**config.mk**
```make
export PLATFORM = sky130hd
export DESIGN_NAME = tcc_top
export DESIGN_NICKNAME = d
export VERILOG_FILES = /design/src/tcc_pkg.sv /design/src/tcc_filter.sv /design/src/tcc_deadtime.sv /design/src/tcc_top.sv
export VERILOG_INCLUDE_DIRS = /design/src
export SDC_FILE = /design/constraint.sdc
export NUM_CORES = 1
export LEC_CHECK = 0
export BUFFER_PORTS_ARGS = -buffer_cell sky130_fd_sc_hd__buf_2
export CAP_MARGIN = 20
export CORE_MARGIN = 2
export CORE_UTILIZATION = 55
export CTS_CLUSTER_SIZE = 20
export DETAILED_ROUTE_END_ITERATION = 16
export GPL_TIMING_DRIVEN = 1
export MAX_ROUTING_LAYER = met4
export PLACE_DENSITY = 0.72
export SYNTH_ARGS = -nofsm -noshare
export SYNTH_HDL_FRONTEND = slang
export SYNTH_SLANG_ARGS = --single-unit
```
**constraint.sdc**
```tcl
create_clock -name CLK_SYS -period 4.2 [get_ports CLK_SYS]
set_input_delay 0 -clock CLK_SYS [delete_from_list [all_inputs] [get_ports CLK_SYS]]
set_output_delay 0 -clock CLK_SYS [all_outputs]
set_load 0.02 [all_outputs]
```
**src/tcc_defs.svh**
```systemverilog
`ifndef TCC_DEFS_SVH
`define TCC_DEFS_SVH
`define TCC_OFS_CTRL     8'h00
`define TCC_OFS_SLAVE    8'h04
`define TCC_OFS_IEN      8'h08
`define TCC_OFS_FLAGS    8'h0C
`define TCC_OFS_EVGEN    8'h10
`define TCC_OFS_OUTEN    8'h14
`define TCC_OFS_CNT      8'h18
`define TCC_OFS_RELOAD   8'h1C
`define TCC_OFS_DTCFG    8'h20
`define TCC_OFS_CHVAL    4'h3
`define TCC_OFS_CHCFG    4'h4
`define TCC_RST_RELOAD   16'hFFFF
`define TCC_CTL_RUN      0
`define TCC_CTL_RELOAD_PRELOAD_ENABLE     7
`define TCC_IEN_DMA      8
`define TCC_FLG_OVF      8
`define TCC_DT_RUNOFF    10
`define TCC_DT_IDLEOFF   11
`define TCC_DT_GATE      15
`define TCC_DT_IDLE_M    16
`define TCC_DT_IDLE_C    20
`define TCC_TS_IN1       3'h5
`define TCC_TS_IN2       3'h6
`define TCC_SMS_RESET    3'h4
`endif

```
**src/tcc_pkg.sv**
```systemverilog
package tcc_pkg;
  typedef enum logic [2:0] {
    TCC_OM_FROZEN = 3'b000, TCC_OM_SET_HI = 3'b001, TCC_OM_SET_LO = 3'b010,
    TCC_OM_TOGGLE = 3'b011, TCC_OM_FORCE_LO = 3'b100, TCC_OM_FORCE_HI = 3'b101,
    TCC_OM_PWM1 = 3'b110, TCC_OM_PWM2 = 3'b111
  } tcc_omode_t;
  typedef enum logic [1:0] {
    TCC_DIR_OUT = 2'b00, TCC_DIR_OWN = 2'b01, TCC_DIR_NEIGH = 2'b10, TCC_DIR_RSVD = 2'b11
  } tcc_dir_t;
  typedef enum logic {TCC_CNT_DOWN = 1'b0, TCC_CNT_UP = 1'b1} tcc_cdir_t;
endpackage

```
**src/tcc_filter.sv**
```systemverilog
`timescale 1ns/1ps
`default_nettype none
module tcc_filter (
  input  wire logic       clk_sys,
  input  wire logic       arst_n,
  input  wire logic       din,
  input  wire logic [3:0] setting,
  output logic            filt
);
  logic [6:0] div_reg;
  logic [2:0] agree_reg;
  wire        tick   = (div_reg & ((7'h01 << setting[3:2]) - 7'h01)) == 7'h00;
  wire  [2:0] need   = {setting[1:0], 1'b1};
  // only a run of matching samples moves the output; noise shorter than that is lost
  always_ff @(posedge clk_sys or negedge arst_n) begin
    if (!arst_n) begin
      div_reg   <= 7'h00;
      agree_reg <= 3'h0;
      filt      <= 1'b0;
    end else begin
      div_reg <= div_reg + 7'h01;
      if (setting == 4'h0) begin
        filt <= din;
      end else if (tick) begin
        if (din == filt) begin
          agree_reg <= 3'h0;
        end else if (agree_reg >= need - 3'h1) begin
          filt      <= din;
          agree_reg <= 3'h0;
        end else begin
          agree_reg <= agree_reg + 3'h1;
        end
      end
    end
  end
endmodule
`default_nettype wire

```
**src/tcc_deadtime.sv**
```systemverilog
`timescale 1ns/1ps
`default_nettype none
module tcc_deadtime (
  input  wire logic       clk_sys,
  input  wire logic       arst_n,
  input  wire logic       ref_i,
  input  wire logic [9:0] dt,
  output logic            main_o,
  output logic            comp_o
);
  logic       ref_d_reg;
  logic [9:0] age_reg;
  wire        ripe    = ({1'b0, age_reg} + 11'h001) >= {1'b0, dt};
  // the change cycle itself passes only when no dead time is asked for
  wire        settled = (ref_i == ref_d_reg) ? ripe : (dt == 10'h000);
  always_ff @(posedge clk_sys or negedge arst_n) begin
    if (!arst_n) begin
      ref_d_reg <= 1'b0;
      age_reg   <= 10'h000;
      main_o    <= 1'b0;
      comp_o    <= 1'b0;
    end else begin
      ref_d_reg <= ref_i;
      age_reg   <= (ref_i != ref_d_reg) ? 10'h000 : (age_reg == 10'h3FF) ? age_reg : age_reg + 10'h001;
      main_o    <= ref_i & settled;
      comp_o    <= ~ref_i & settled;
    end
  end
endmodule
`default_nettype wire

```
**src/tcc_top.sv**
```systemverilog
// Behaviour
// - selected edge latches counter, sets match flag
// - capture while flag set raises overcapture
// - flag clears by write or read; overcapture write
// - flag set raises irq and dma if enabled
// - event generation write makes capture event
// - direction field: out, own, neighbour input
// - filter needs consistent samples to change
// - polarity picks rising or falling edge
// - prescaler divides edges; 00 every edge
// - edge capture only while channel enable set; event write captures regardless
// - compare match sets flag, drives reference
// - modes 100/101 force reference low/high
// - forced mode still compares and flags
// - pwm input: ch1 period, ch2 high time
// - modes 110/111 are pwm 1 and 2
// - preload moves to shadow on update
// - pwm1 high above register, low below
// - alignment select: edge or centre counting
// - ch1-3 main plus complementary, ch4 single
// - separate polarity, enable, gate, idle states
// - 10-bit dead time generator on ch1-3, one shared value
// - captures to shadow and preload, compares shadow
//
// Implementation choices: the address map and the APB slave port.
`include "tcc_defs.svh"
`timescale 1ns/1ps
`default_nettype none
module tcc_top (
  input  wire logic        CLK_SYS,
  input  wire logic        ARST_N,
  input  wire logic        PSEL,
  input  wire logic        PENABLE,
  input  wire logic        PWRITE,
  input  wire logic [7:0]  PADDR,
  input  wire logic [31:0] PWDATA,
  output logic      [31:0] PRDATA,
  output logic             PREADY,
  output logic             PSLVERR,
  input  wire logic [3:0]  CH_IN,
  output logic      [3:0]  MAIN_OUT,
  output logic      [3:0]  MAIN_OE,
  output logic      [2:0]  COMP_OUT,
  output logic      [2:0]  COMP_OE,
  output logic      [3:0]  CHAN_IRQ,
  output logic      [3:0]  CHAN_DMA
);
  import tcc_pkg::*;

  logic [15:0] ctrl_reg;
  logic [6:0]  slave_reg;
  logic [15:0] ien_reg;
  logic [3:0]  flag_reg;
  logic [3:0]  ovf_reg;
  logic [15:0] outen_reg;
  logic [15:0] cnt_reg;
  logic [15:0] cnt_next;
  logic        up_reg;
  logic        up_next;
  logic        upd;
  logic        moved_reg;
  logic [15:0] reload_reg;
  logic [15:0] reload_act_reg;
  logic [23:0] dtcfg_reg;
  logic [11:0] chcfg_reg [4];
  logic [15:0] preload_reg [4];
  logic [15:0] shadow_reg [4];
  logic [2:0]  pscnt_reg [4];
  logic [3:0]  sig_prev_reg;
  logic        trig_prev_reg;
  logic [3:0]  ref_reg;
  logic [3:0]  filt;
  logic [3:0]  dt_main;
  logic [2:0]  dt_comp;
  logic [31:0] rdata;

  // apb decode; a transfer completes with no wait state
  wire        setup   = PSEL & ~PENABLE;
  wire        acc     = PSEL & PENABLE & PREADY;
  wire        wr      = acc & PWRITE;
  wire        rd      = acc & ~PWRITE;
  wire        is_chv  = PADDR[7:4] == `TCC_OFS_CHVAL;
  wire        is_chc  = PADDR[7:4] == `TCC_OFS_CHCFG;
  wire [1:0]  pch     = PADDR[3:2];
  wire        wr_ctrl = wr & (PADDR == `TCC_OFS_CTRL);
  wire        wr_slv  = wr & (PADDR == `TCC_OFS_SLAVE);
  wire        wr_ien  = wr & (PADDR == `TCC_OFS_IEN);
  wire        wr_flg  = wr & (PADDR == `TCC_OFS_FLAGS);
  wire        wr_evg  = wr & (PADDR == `TCC_OFS_EVGEN);
  wire        wr_oen  = wr & (PADDR == `TCC_OFS_OUTEN);
  wire        wr_rld  = wr & (PADDR == `TCC_OFS_RELOAD);
  wire        wr_dt   = wr & (PADDR == `TCC_OFS_DTCFG);
  wire        mapped  = (PADDR <= `TCC_OFS_DTCFG) | is_chv | is_chc;
  wire        sw_upd  = wr_evg & PWDATA[0];
  wire        run     = ctrl_reg[`TCC_CTL_RUN];
  wire [1:0]  align   = ctrl_reg[6:5];
  wire        gate    = dtcfg_reg[`TCC_DT_GATE];

  // per-channel event wires
  logic [3:0] cap_evt;
  logic [3:0] match_evt;
  logic [3:0] set_evt;
  logic [3:0] rd_val;
  logic [3:0] sw_gen;
  logic [3:0] sig_sel;
  logic [3:0] hw_edge;

  // slave reset trigger from the filtered, polarised input 1 or input 2
  wire input1_filtered_edge_a = filt[0] ^ outen_reg[1];
  wire input2_filtered_edge_b = filt[1] ^ outen_reg[5];
  wire trig_sig = (slave_reg[6:4] == `TCC_TS_IN1) ? input1_filtered_edge_a :
                  (slave_reg[6:4] == `TCC_TS_IN2) ? input2_filtered_edge_b : 1'b0;
  wire trig_rst = (slave_reg[2:0] == `TCC_SMS_RESET) & trig_sig & ~trig_prev_reg;

  always_comb begin
    cnt_next = cnt_reg;
    up_next  = up_reg;
    upd      = 1'b0;
    if (sw_upd | trig_rst) begin
      cnt_next = 16'h0000;
      up_next  = TCC_CNT_UP;
      upd      = 1'b1;
    end else if (run) begin
      if (align == 2'b00) begin
        upd      = cnt_reg >= reload_act_reg;
        cnt_next = upd ? 16'h0000 : cnt_reg + 16'h0001;
      end else if (up_reg == TCC_CNT_UP) begin
        up_next  = (cnt_reg + 16'h0001 >= reload_act_reg) ? TCC_CNT_DOWN : TCC_CNT_UP;
        cnt_next = cnt_reg + 16'h0001;
      end else begin
        upd      = cnt_reg == 16'h0001;
        up_next  = upd ? TCC_CNT_UP : TCC_CNT_DOWN;
        cnt_next = cnt_reg - 16'h0001;
      end
    end
  end

  always_ff @(posedge CLK_SYS or negedge ARST_N) begin
    if (!ARST_N) begin
      cnt_reg        <= 16'h0000;
      up_reg         <= TCC_CNT_UP;
      moved_reg      <= 1'b0;
      reload_act_reg <= `TCC_RST_RELOAD;
      trig_prev_reg  <= 1'b0;
    end else begin
      cnt_reg       <= cnt_next;
      up_reg        <= up_next;
      moved_reg     <= cnt_next != cnt_reg;
      trig_prev_reg <= trig_sig;
      if (upd | ~ctrl_reg[`TCC_CTL_RELOAD_PRELOAD_ENABLE]) begin
        reload_act_reg <= reload_reg;
      end
    end
  end

  always_ff @(posedge CLK_SYS or negedge ARST_N) begin
    if (!ARST_N) begin
      ctrl_reg   <= 16'h0000;
      slave_reg  <= 7'h00;
      ien_reg    <= 16'h0000;
      outen_reg  <= 16'h0000;
      reload_reg <= `TCC_RST_RELOAD;
      dtcfg_reg  <= 24'h000000;
    end else begin
      if (wr_ctrl) ctrl_reg <= PWDATA[15:0];
      if (wr_slv) slave_reg <= PWDATA[6:0];
      if (wr_ien) ien_reg <= PWDATA[15:0];
      if (wr_oen) outen_reg <= PWDATA[15:0];
      if (wr_rld) reload_reg <= PWDATA[15:0];
      if (wr_dt) dtcfg_reg <= PWDATA[23:0];
    end
  end

  genvar c;
  generate
    for (c = 0; c < 4; c++) begin : g_ch
      wire [1:0]  dsel   = chcfg_reg[c][1:0];
      wire [1:0]  psc    = chcfg_reg[c][3:2];
      wire [2:0]  omode  = chcfg_reg[c][10:8];
      wire        pe     = chcfg_reg[c][11];
      wire        en_m   = outen_reg[4*c];
      wire        pol_m  = outen_reg[4*c+1];
      wire        is_in  = (dsel == TCC_DIR_OWN) | (dsel == TCC_DIR_NEIGH);
      wire [2:0]  pmask  = (psc == 2'b00) ? 3'h0 : (psc == 2'b01) ? 3'h1 :
                           (psc == 2'b10) ? 3'h3 : 3'h7;
      wire        pwm_hi = cnt_reg > shadow_reg[c];
      logic       ref_next;

      tcc_filter u_filt (
        .clk_sys (CLK_SYS),
        .arst_n  (ARST_N),
        .din     (CH_IN[c]),
        .setting (chcfg_reg[c][7:4]),
        .filt    (filt[c])
      );

      assign sig_sel[c]   = ((dsel == TCC_DIR_NEIGH) ? filt[c^1] : filt[c]) ^ pol_m;
      assign hw_edge[c]   = is_in & sig_sel[c] & ~sig_prev_reg[c];
      assign sw_gen[c]    = wr_evg & PWDATA[c+1];
      assign cap_evt[c]   = is_in & ((hw_edge[c] & en_m & ((pscnt_reg[c] & pmask) == pmask))
                            | sw_gen[c]);
      assign match_evt[c] = ~is_in & ((moved_reg & (cnt_reg == shadow_reg[c])) | sw_gen[c]);
      assign set_evt[c]   = cap_evt[c] | match_evt[c];
      assign rd_val[c]    = rd & is_chv & (pch == 2'(c));

      always_comb begin
        case (omode)
          TCC_OM_FROZEN:   ref_next = ref_reg[c];
          TCC_OM_SET_HI:   ref_next = match_evt[c] | ref_reg[c];
          TCC_OM_SET_LO:   ref_next = ~match_evt[c] & ref_reg[c];
          TCC_OM_TOGGLE:   ref_next = match_evt[c] ^ ref_reg[c];
          TCC_OM_FORCE_LO: ref_next = 1'b0;
          TCC_OM_FORCE_HI: ref_next = 1'b1;
          TCC_OM_PWM1:     ref_next = pwm_hi;
          TCC_OM_PWM2:     ref_next = ~pwm_hi;
          default:         ref_next = 1'b0;
        endcase
      end

      always_ff @(posedge CLK_SYS or negedge ARST_N) begin
        if (!ARST_N) begin
          chcfg_reg[c]    <= 12'h000;
          preload_reg[c]  <= 16'h0000;
          shadow_reg[c]   <= 16'h0000;
          pscnt_reg[c]    <= 3'h0;
          sig_prev_reg[c] <= 1'b0;
          ref_reg[c]      <= 1'b0;
          flag_reg[c]     <= 1'b0;
          ovf_reg[c]      <= 1'b0;
          CHAN_IRQ[c]     <= 1'b0;
          CHAN_DMA[c]     <= 1'b0;
        end else begin
          sig_prev_reg[c] <= sig_sel[c];
          ref_reg[c]      <= is_in ? 1'b0 : ref_next;
          if (wr & is_chc & (pch == 2'(c))) chcfg_reg[c] <= PWDATA[11:0];
          if (hw_edge[c] & en_m) pscnt_reg[c] <= pscnt_reg[c] + 3'h1;
          if (cap_evt[c]) begin
            shadow_reg[c]  <= cnt_reg;
            preload_reg[c] <= cnt_reg;
          end else begin
            if (wr & is_chv & (pch == 2'(c))) preload_reg[c] <= PWDATA[15:0];
            // with preload on, a mid-period write cannot glitch the waveform
            if (~is_in & (~pe | upd)) shadow_reg[c] <= preload_reg[c];
          end
          // a new event wins over a clear in the same cycle
          if (set_evt[c]) flag_reg[c] <= 1'b1;
          else if ((wr_flg & ~PWDATA[c+1]) | rd_val[c]) flag_reg[c] <= 1'b0;
          if (cap_evt[c] & flag_reg[c]) ovf_reg[c] <= 1'b1;
          else if (wr_flg & ~PWDATA[c+`TCC_FLG_OVF+1]) ovf_reg[c] <= 1'b0;
          CHAN_IRQ[c] <= (flag_reg[c] | set_evt[c]) & ien_reg[c+1];
          CHAN_DMA[c] <= set_evt[c] & ien_reg[c+`TCC_IEN_DMA+1];
        end
      end

      if (c < 3) begin : g_pair
        wire en_c  = outen_reg[4*c+2];
        wire pol_c = outen_reg[4*c+3];
        wire both  = en_m & en_c;
        tcc_deadtime u_dt (
          .clk_sys (CLK_SYS),
          .arst_n  (ARST_N),
          .ref_i   (ref_reg[c]),
          .dt      (dtcfg_reg[9:0]),
          .main_o  (dt_main[c]),
          .comp_o  (dt_comp[c])
        );
        wire m_raw = both ? dt_main[c] : ref_reg[c];
        wire c_raw = both ? dt_comp[c] : ~ref_reg[c];
        always_ff @(posedge CLK_SYS or negedge ARST_N) begin
          if (!ARST_N) begin
            MAIN_OUT[c] <= 1'b0;
            MAIN_OE[c]  <= 1'b0;
            COMP_OUT[c] <= 1'b0;
            COMP_OE[c]  <= 1'b0;
          end else if (gate) begin
            MAIN_OE[c]  <= ~is_in & (en_m | dtcfg_reg[`TCC_DT_RUNOFF]);
            MAIN_OUT[c] <= en_m ? m_raw ^ pol_m : pol_m;
            COMP_OE[c]  <= ~is_in & (en_c | dtcfg_reg[`TCC_DT_RUNOFF]);
            COMP_OUT[c] <= en_c ? c_raw ^ pol_c : pol_c;
          end else begin
            MAIN_OE[c]  <= ~is_in & en_m & dtcfg_reg[`TCC_DT_IDLEOFF];
            MAIN_OUT[c] <= dtcfg_reg[`TCC_DT_IDLE_M+c];
            COMP_OE[c]  <= ~is_in & en_c & dtcfg_reg[`TCC_DT_IDLEOFF];
            COMP_OUT[c] <= dtcfg_reg[`TCC_DT_IDLE_C+c];
          end
        end
      end else begin : g_single
        // the fourth channel has no complementary pin and no dead time
        assign dt_main[c] = 1'b0;
        always_ff @(posedge CLK_SYS or negedge ARST_N) begin
          if (!ARST_N) begin
            MAIN_OUT[c] <= 1'b0;
            MAIN_OE[c]  <= 1'b0;
          end else begin
            MAIN_OE[c]  <= ~is_in & (gate ? (en_m | dtcfg_reg[`TCC_DT_RUNOFF]) :
                           (en_m & dtcfg_reg[`TCC_DT_IDLEOFF]));
            MAIN_OUT[c] <= gate ? (en_m ? ref_reg[c] ^ pol_m : pol_m) : dtcfg_reg[`TCC_DT_IDLE_M+c];
          end
        end
      end
    end
  endgenerate

  assign rdata = (PADDR == `TCC_OFS_CTRL)   ? {16'h0000, ctrl_reg} :
                 (PADDR == `TCC_OFS_SLAVE)  ? {25'h0000000, slave_reg} :
                 (PADDR == `TCC_OFS_IEN)    ? {16'h0000, ien_reg} :
                 (PADDR == `TCC_OFS_FLAGS)  ? {19'h00000, ovf_reg, 4'h0, flag_reg, 1'b0} :
                 (PADDR == `TCC_OFS_OUTEN)  ? {16'h0000, outen_reg} :
                 (PADDR == `TCC_OFS_CNT)    ? {16'h0000, cnt_reg} :
                 (PADDR == `TCC_OFS_RELOAD) ? {16'h0000, reload_reg} :
                 (PADDR == `TCC_OFS_DTCFG)  ? {8'h00, dtcfg_reg} :
                 is_chv ? {16'h0000, preload_reg[pch]} :
                 is_chc ? {20'h00000, chcfg_reg[pch]} : 32'h00000000;

  always_ff @(posedge CLK_SYS or negedge ARST_N) begin
    if (!ARST_N) begin
      PREADY  <= 1'b0;
      PRDATA  <= 32'h00000000;
      PSLVERR <= 1'b0;
    end else begin
      PREADY  <= setup;
      PRDATA  <= setup ? rdata : PRDATA;
      PSLVERR <= setup & ~mapped;
    end
  end

  wire pwm_hi_0 = cnt_reg > shadow_reg[0];
endmodule
`default_nettype wire

```
==> flow_summary.rst, run 1 <==
.. list-table::
   :header-rows: 1

   * - Metric
     - Value
   * - Final worst clock skew
     - 23.0 ps
   * - Clock transition time at the flip-flop clock pins of the worst setup and hold paths
     - 70 ps
   * - Via count of the first global-routing pass
     - 20400
   * - Leading cell type in the layout, fill and taps excluded
     - dfrtp_1
   * - Clock latency on the worst-skew pair
     - 610 ps
   * - Post-CTS setup buffer count
     - 0
   * - Number of warnings issued by yosys
     - 0
   * - Placed cell count
     - 3130
   * - Via count
     - 20600
   * - CTS Buffer Depth
     - 3
   * - Pre-Repair DR Iteration Count
     - 10
   * - Dpl cell area
     - 27000 um^2
   * - Non-filler cells, final
     - 3261
   * - Largest vdd supply drop
     - 0.000314 V
   * - Effective utilization at floorplan
     - 0.556
   * - Post-synthesis instance total
     - 2511
   * - Final Cell Area
     - 29000 um^2
   * - Internal reg-to-reg setup slack
     - 650 ps
   * - Number of cell rows
     - 79
   * - Leakage power of the design
     - ~14 nW
   * - Largest net degree at the start of global routing
     - 128
   * - Post-place setup slack
     - 733 ps
   * - Share of flip-flops with an asynchronous set or reset
     - 1.00
   * - Root Buffer
     - clkbuf_16
   * - CTS buffer count
     - 50
   * - Cell Pwr Density
     - 376 nW/um^2
   * - Fraction of final layout cells with drive strength greater than 1
     - 0.181
   * - Met3 Resource Use GR
     - 0.0668
   * - Number of nets with antenna violations after routing
     - 0
   * - Die Height
     - 221 um
   * - Post-CTS resize count
     - 0
   * - Remaining Overflow, GRT
     - 0
   * - Mean instance size in the synthesized netlist
     - a little over 10 um^2
   * - I/O pin cnt
     - 105
   * - Hold Vio Cnt, Final
     - 0
   * - Count of flip-flops with a built-in enable after synthesis
     - 0
   * - Total length of routed wires
     - between 70 and 80 mm
   * - Final-report setup violation count
     - 0
   * - Detailed placer's ending HPWL
     - roughly 53 mm
   * - Period utilization
     - 0.846
   * - Unrepaired setup endpoints after global routing
     - false
   * - Fraction of met1 tracks used by global routing
     - 0.421
   * - Detail-routed via count per cell
     - 6.33
   * - Die X
     - 221 um
   * - Arrival time of the worst setup path
     - 4030 ps
   * - Final #Nets
     - 2827
   * - Post-Synthesis Cell Area
     - approximately 26000 um^2
   * - Path class of the lowest-slack min-delay path
     - input pin to register
   * - Slew at the pin with the worst max-slew slack
     - about 1000 ps
   * - Global-route wire length before repair
     - 117 mm
   * - Fmax
     - 0.282 GHz
   * - Sequential-to-total area share from yosys stat
     - 0.452
   * - Remaining design rule violation count
     - 0
   * - Area used by multi-input combinational logic
     - 12900 um^2
   * - TritonCTS Sinks
     - ~470
   * - Met2 usage
     - 0.503
   * - Post-detailed-route wirelength per cell
     - 23.3 um
   * - Final Worst Setup Slack
     - 649 ps
   * - WP data required
     - roughly 4700 ps
   * - Layer carrying the most global-route usage
     - met2
   * - Setup TNS
     - 0 ps
   * - Last weighted congestion value of the routability-driven placer
     - around 0.93
   * - CTS tree
     - done
   * - Worst max-slew margin expressed relative to the limit
     - 0.345
   * - Count of max-cap constraint violations
     - 0
   * - Sequential cell area in the final layout
     - 11700 um^2
   * - Port Buffer Count
     - slightly below 90
   * - Area growth from synthesis to final layout
     - 12.2%
   * - Flip-flop and latch count after synthesis
     - 465
   * - Primary FF master, synth
     - dfrtp_1
   * - Highest-count cells in the layout ignoring fill and taps
     - dfrtp_1 (432), nand2_1 (303), o21ai_0 (180)
   * - Initial antenna violation count
     - 6
   * - Type of destination of the critical path
     - register
   * - Number of pins with negative max-slew slack in the final report
     - 0
   * - Number of design-rule violations left by the first detailed-router iteration
     - 2065
   * - Count of unique library cells instantiated by Yosys
     - 82
   * - Status
     - completed
   * - Core outline area
     - 46500 um^2
   * - Combined global-route utilization of all metal layers
     - 0.325
   * - Number of H-tree branching levels
     - 2
   * - End-of-flow core utilization
     - 0.624
   * - Critical path type
     - register to register
   * - Fillers
     - 3697
   * - Die Outline Area
     - 48700 um^2
   * - Post-layout minimum cycle time
     - 3550 ps
   * - Crit path max fanout
     - 32
   * - Critical path launch point type
     - register
[cells in the mapped netlist (19+ instances only)]
cell / count / area, um^2
mux4_2: 31 / 698
dfrtp_1: 432 / 10800
mux2_2: 143 / 1610
ha_1: 168 / 2100
dfstp_2: 33 / 867
xnor2_1: 47 / 412
nor2_1: 101 / 379
nor3_1: 30 / 150
nand4_1: 29 / 181
buf_2: 40 / 200
nand2b_1: 29 / 181
a21o_1: 40 / 300
o21ai_0: 180 / 901
nand2_1: 303 / 1140
a211oi_1: 19 / 143
inv_1: 174 / 653
clkbuf_1: 83 / 312
xor2_1: 54 / 473
o311ai_1: 60 / 526
nand3_1: 56 / 280
mux2i_1: 74 / 741
a21oi_1: 90 / 450
[per-stage QoR]
stage	hold WS (ps)	power, mW
finish	83.7	10.9
CTS	58.5	10.9
global route	120	11.3
global placement	173	6.34
floorplan	-296	5.90
detailed placement	188	6.43
[where the power goes]
part	total [mW]	switching (mW)	internal [mW]
sequential	4.92	0.218	4.70
clock	4.50	1.87	2.63
combinational	1.48	0.863	0.620
total	10.9	2.95	7.95
[critical path, stage by stage, from the launching register on]
cell and delay, ps:
dfrtp_1 580, buf_4 280, ha_1 200, a21oi_1 130
o21ai_0 120, a21oi_1 380, o21ai_1 230, a311oi_4 690
a21oi_2 110, buf_4 270, a221o_1 400
[repair_timing]
action	in CTS	in global routing
endpoints found under the setup margin	0	0
hold endpoints to repair	265	0
hold buffers	35	0
[final cells by class]
| type | instances | share of cell area |
|---|---|---|
| Tap cell | 607 | 0.0262 |
| Clock inverter | 16 | 0.00647 |
| Inverter | 174 | 0.0225 |
| Timing Repair Buffer | 185 | 0.0452 |
| Clock buffer | 74 | 0.0511 |
| Sequential cell | 465 | 0.403 |
| Multi-Input combinational cell | 1734 | 0.445 |
| Antenna cell | 6 | 0.000518 |
[kinds of logic after synthesis]
family,count (synthesis),synth area share
buffers and inverters,319,0.0509
AOI/OAI and AO/OA,545,0.142
other,1,0.000145
and+or+nand+nor,663,0.121
DFF,465,0.452
adders and majority gates,168,0.0813
xor gates and xnor gates,101,0.0342
muxes,249,0.118
[worst paths after layout]
check / from / end / cells after the start
worst min register to register: g_ch[3].u_filt.div_reg[6] / g_ch[3].u_filt.div_reg[6] / 1
min in group asynchronous: ARST_N / cnt_reg[1] / 2
worst max register to register: cnt_reg[8] / shadow_reg[16] / 10
max in group asynchronous: ARST_N / outen_reg[0] / 3
worst min-delay path: PENABLE / PREADY / 4
worst max-delay path: cnt_reg[8] / shadow_reg[16] / 10
[layer usage]
metal,up-vias,wire length (um)
met5,-,0
met4,0,2900
met2,859,35300
met1,10400,31600
met3,187,6360
li1,9209,-
Note: power is estimated with default switching activity, not from simulation.
==> run 2: changes to the inputs <==
- PLACE_DENSITY: 0.72 -> 0.75
- clock period: 4.2 -> 3.2 ns (I/O delays scaled with it)
==> run 2 against run 1 <==
Setup slack got worse by 530 ps. Critical endpoint is now shadow_reg[58]. Clock power rose by 38%. Cell area rose by 2.3%.
==> flow_summary.rst, run 2 (same netlist as run 1, synthesis figures left out) <==
.. list-table::
   :header-rows: 1

   * - Metric
     - Value
   * - Post-detailed-route wirelength per cell
     - 23.3 um (about the same)
   * - CTS tree
     - done
   * - Pre-Repair DR Iteration Count
     - 9 (-1)
   * - Power after layout
     - 14.7 mW (+35%)
   * - Initial antenna violation count
     - 4 (-2)
   * - Largest net degree at the start of global routing
     - 110 (-14%)
   * - Detailed placer's ending HPWL
     - 55.8 mm (+4.4%)
   * - Leading cell type in the layout, fill and taps excluded
     - dfrtp_1
   * - Highest-count cells in the layout ignoring fill and taps
     - dfrtp_1 (427), nand2_1 (303), o21ai_0 (180)
   * - Largest vdd supply drop
     - 0.000401 V (+28%)
   * - Worst max-slew margin expressed relative to the limit
     - 0.287 (-0.0582)
   * - End-of-flow core utilization
     - 0.639 (+0.0147)
   * - Number of pins with negative max-slew slack in the final report
     - 0 (unchanged)
   * - R2r worst-path depth
     - 11 (+1)
   * - Path class of the lowest-slack min-delay path
     - input pin to async pin
   * - Fillers
     - 3647 (-1.4%)
   * - Fmax
     - 0.325 GHz (+15%)
   * - Root Buffer
     - clkbuf_16
   * - Slew at the pin with the worst max-slew slack
     - 1070 ps (+83.3 ps)
   * - Status
     - completed
   * - Number of nets with antenna violations after routing
     - 0 (unchanged)
   * - Internal reg-to-reg setup slack
     - 120 ps (-530 ps)
   * - Non-filler cells, final
     - 3327 (+2.0%)
   * - Total length of routed wires
     - 77.6 mm (+2.0%)
   * - Period utilization
     - 0.961 (+0.116)
   * - Via count
     - 20800 (+0.73%)
   * - Post-layout minimum cycle time
     - 3080 ps (-475 ps)
   * - Area growth from synthesis to final layout
     - 14.8%
   * - Critical path launch point type
     - register
   * - Die Height
     - 221 um (unchanged)
   * - Remaining Overflow, GRT
     - 0 (unchanged)
   * - Number of design-rule violations left by the first detailed-router iteration
     - 2370 (+15%)
   * - TritonCTS Sinks
     - 465 (unchanged)
   * - Remaining design rule violation count
     - 0 (unchanged)
   * - Die X
     - 221 um (unchanged)
   * - Last weighted congestion value of the routability-driven placer
     - 0.984 (+5.3%)
   * - Final worst clock skew
     - 26.0 ps (+3.03 ps)
   * - FF-to-FF Start
     - reload_act_reg[11]
   * - List of cells traversed by the critical path
     - inv_1 > ha_1 > a21oi_1 > o21ai_0 > a21oi_1 > o21ai_1 > a311oi_4 > buf_4 > a21boi_2 > buf_4 > o311ai_1
   * - Hold Vio Cnt, Final
     - 0 (unchanged)
   * - Dpl cell area
     - 27500 um^2 (+2.1%)
   * - Delay of the slowest cell on the worst path
     - 510 ps (-180 ps)
   * - Global-route wire length before repair
     - 120 mm (+2.2%)
   * - Endpoint of the worst register-to-register path
     - shadow_reg[58]
   * - Final Cell Area
     - 29700 um^2 (+2.3%)
   * - CTS Buffer Depth
     - 3 (unchanged)
   * - Crit path max fanout
     - 20 (-38%)
   * - Unrepaired setup endpoints after global routing
     - false
   * - Final-report setup violation count
     - 0 (unchanged)
   * - Number of H-tree branching levels
     - 2 (unchanged)
   * - Via count of the first global-routing pass
     - 20600 (+1.0%)
   * - Fraction of final layout cells with drive strength greater than 1
     - 0.203 (+0.0223)
   * - Clock latency on the worst-skew pair
     - 620 ps (about the same)
   * - Slowest cell on the critical path
     - dfstp_2
   * - Combined global-route utilization of all metal layers
     - 0.333 (+0.00836)
   * - Critical path type
     - register to register
   * - Detail-routed via count per cell
     - 6.25 (-1.3%)
   * - Count of max-cap constraint violations
     - 0 (unchanged)
   * - CTS buffer count
     - 50 (unchanged)
   * - Arrival time of the worst setup path
     - 3570 ps (-460 ps)
   * - Final #Nets
     - 2894 (+2.4%)
   * - Core outline area
     - 46500 um^2 (unchanged)
   * - I/O pin cnt
     - 105 (unchanged)
   * - Die Outline Area
     - 48700 um^2 (unchanged)
   * - Placed cell count
     - 3196 (+2.1%)
   * - Port Buffer Count
     - 88 (unchanged)
   * - Min Hold Slack
     - 40.5 ps (-43.2 ps)
   * - WP data required
     - 3690 ps (-980 ps)
   * - Number of cell rows
     - 79 (unchanged)
   * - Cell Pwr Density
     - 494 nW/um^2 (+31%)
   * - Effective utilization at floorplan
     - 0.556 (unchanged)
   * - Leakage power of the design
     - 13.9 nW (+2.8%)
   * - Post-CTS setup buffer count
     - 0 (unchanged)
   * - Clock transition time at the flip-flop clock pins of the worst setup and hold paths
     - 60 ps (about the same)
   * - Type of destination of the critical path
     - register
run 2: cell count changes in the layout (fill, tap and decap cells not counted), sizes merged, moves of 2 or more:
cell      before  now
bufinv         3    8
diode          6    3
clkinvlp       4    2
clkinv         9    7
buf          150  217
inv          174  176
run 2: worst max-delay path by stage:
stage,from,to,slack (ps),cells past startpoint
after floorplan,cnt_reg[0],shadow_reg[26],200,11
after global placement,cnt_reg[8],ref_reg[2],30,12
after detailed placement,cnt_reg[8],ref_reg[2],-50,12
after CTS,cnt_reg[11],ref_reg[3],90,12
after global routing,cnt_reg[8],ref_reg[2],5,12
final,reload_act_reg[11],shadow_reg[58],120,11
run 2: metrics by stage:
stage | setup TNS, ps | worst slack, ps
final | 0 | 124
after global routing | 0 | 5.34
after CTS | 0 | 86.0
after detailed placement | -59.7 | -47.1
after global placement | 0 | 32.6
after floorplan | 0 | 202
run 2: area by class of cell:
cell class	instances	area, um^2	share of cell area
sequential	465	11700	0.394
clock buffer	73	1400	0.0471
timing repair buffer	252	1890	0.0636
multi-input combinational	1734	12900	0.436
inverter	174	653	0.0220
clock inverter	19	344	0.0116
antenna	3	7.51	0.000253
tap	607	759	0.0256
run 2: timing repair:
action	CTS	global route
cloned	0	0
setup endpoints to repair	2	7
gates resized for setup	2	10
hold buffers	35	0
hold endpoints to repair	270	0
pin swaps	0	1
run 2: routing by layer:
layer  vias to the layer above  routed length (um)  track usage
li1                       9339                   -            -
met1                     10300               31900        0.440
met2                       981               35700        0.511
met3                       208                6830       0.0617
met4                         0                3240        0.129
met5                         -                   0            -
run 2: critical path: cells and delay by family, from the launching register on:
family          cells  cell delay [ps]
compound gates      7             1590
buf+inv             3              530
flops               1              510
fa+ha+maj           1              310
run 2: power breakdown:
group / switching [mW] / internal [mW] / leakage, nW
clock network: 2.49 / 3.70 / 0.842
logic: 1.17 / 0.863 / 6.97
registers: 0.268 / 6.17 / 6.14
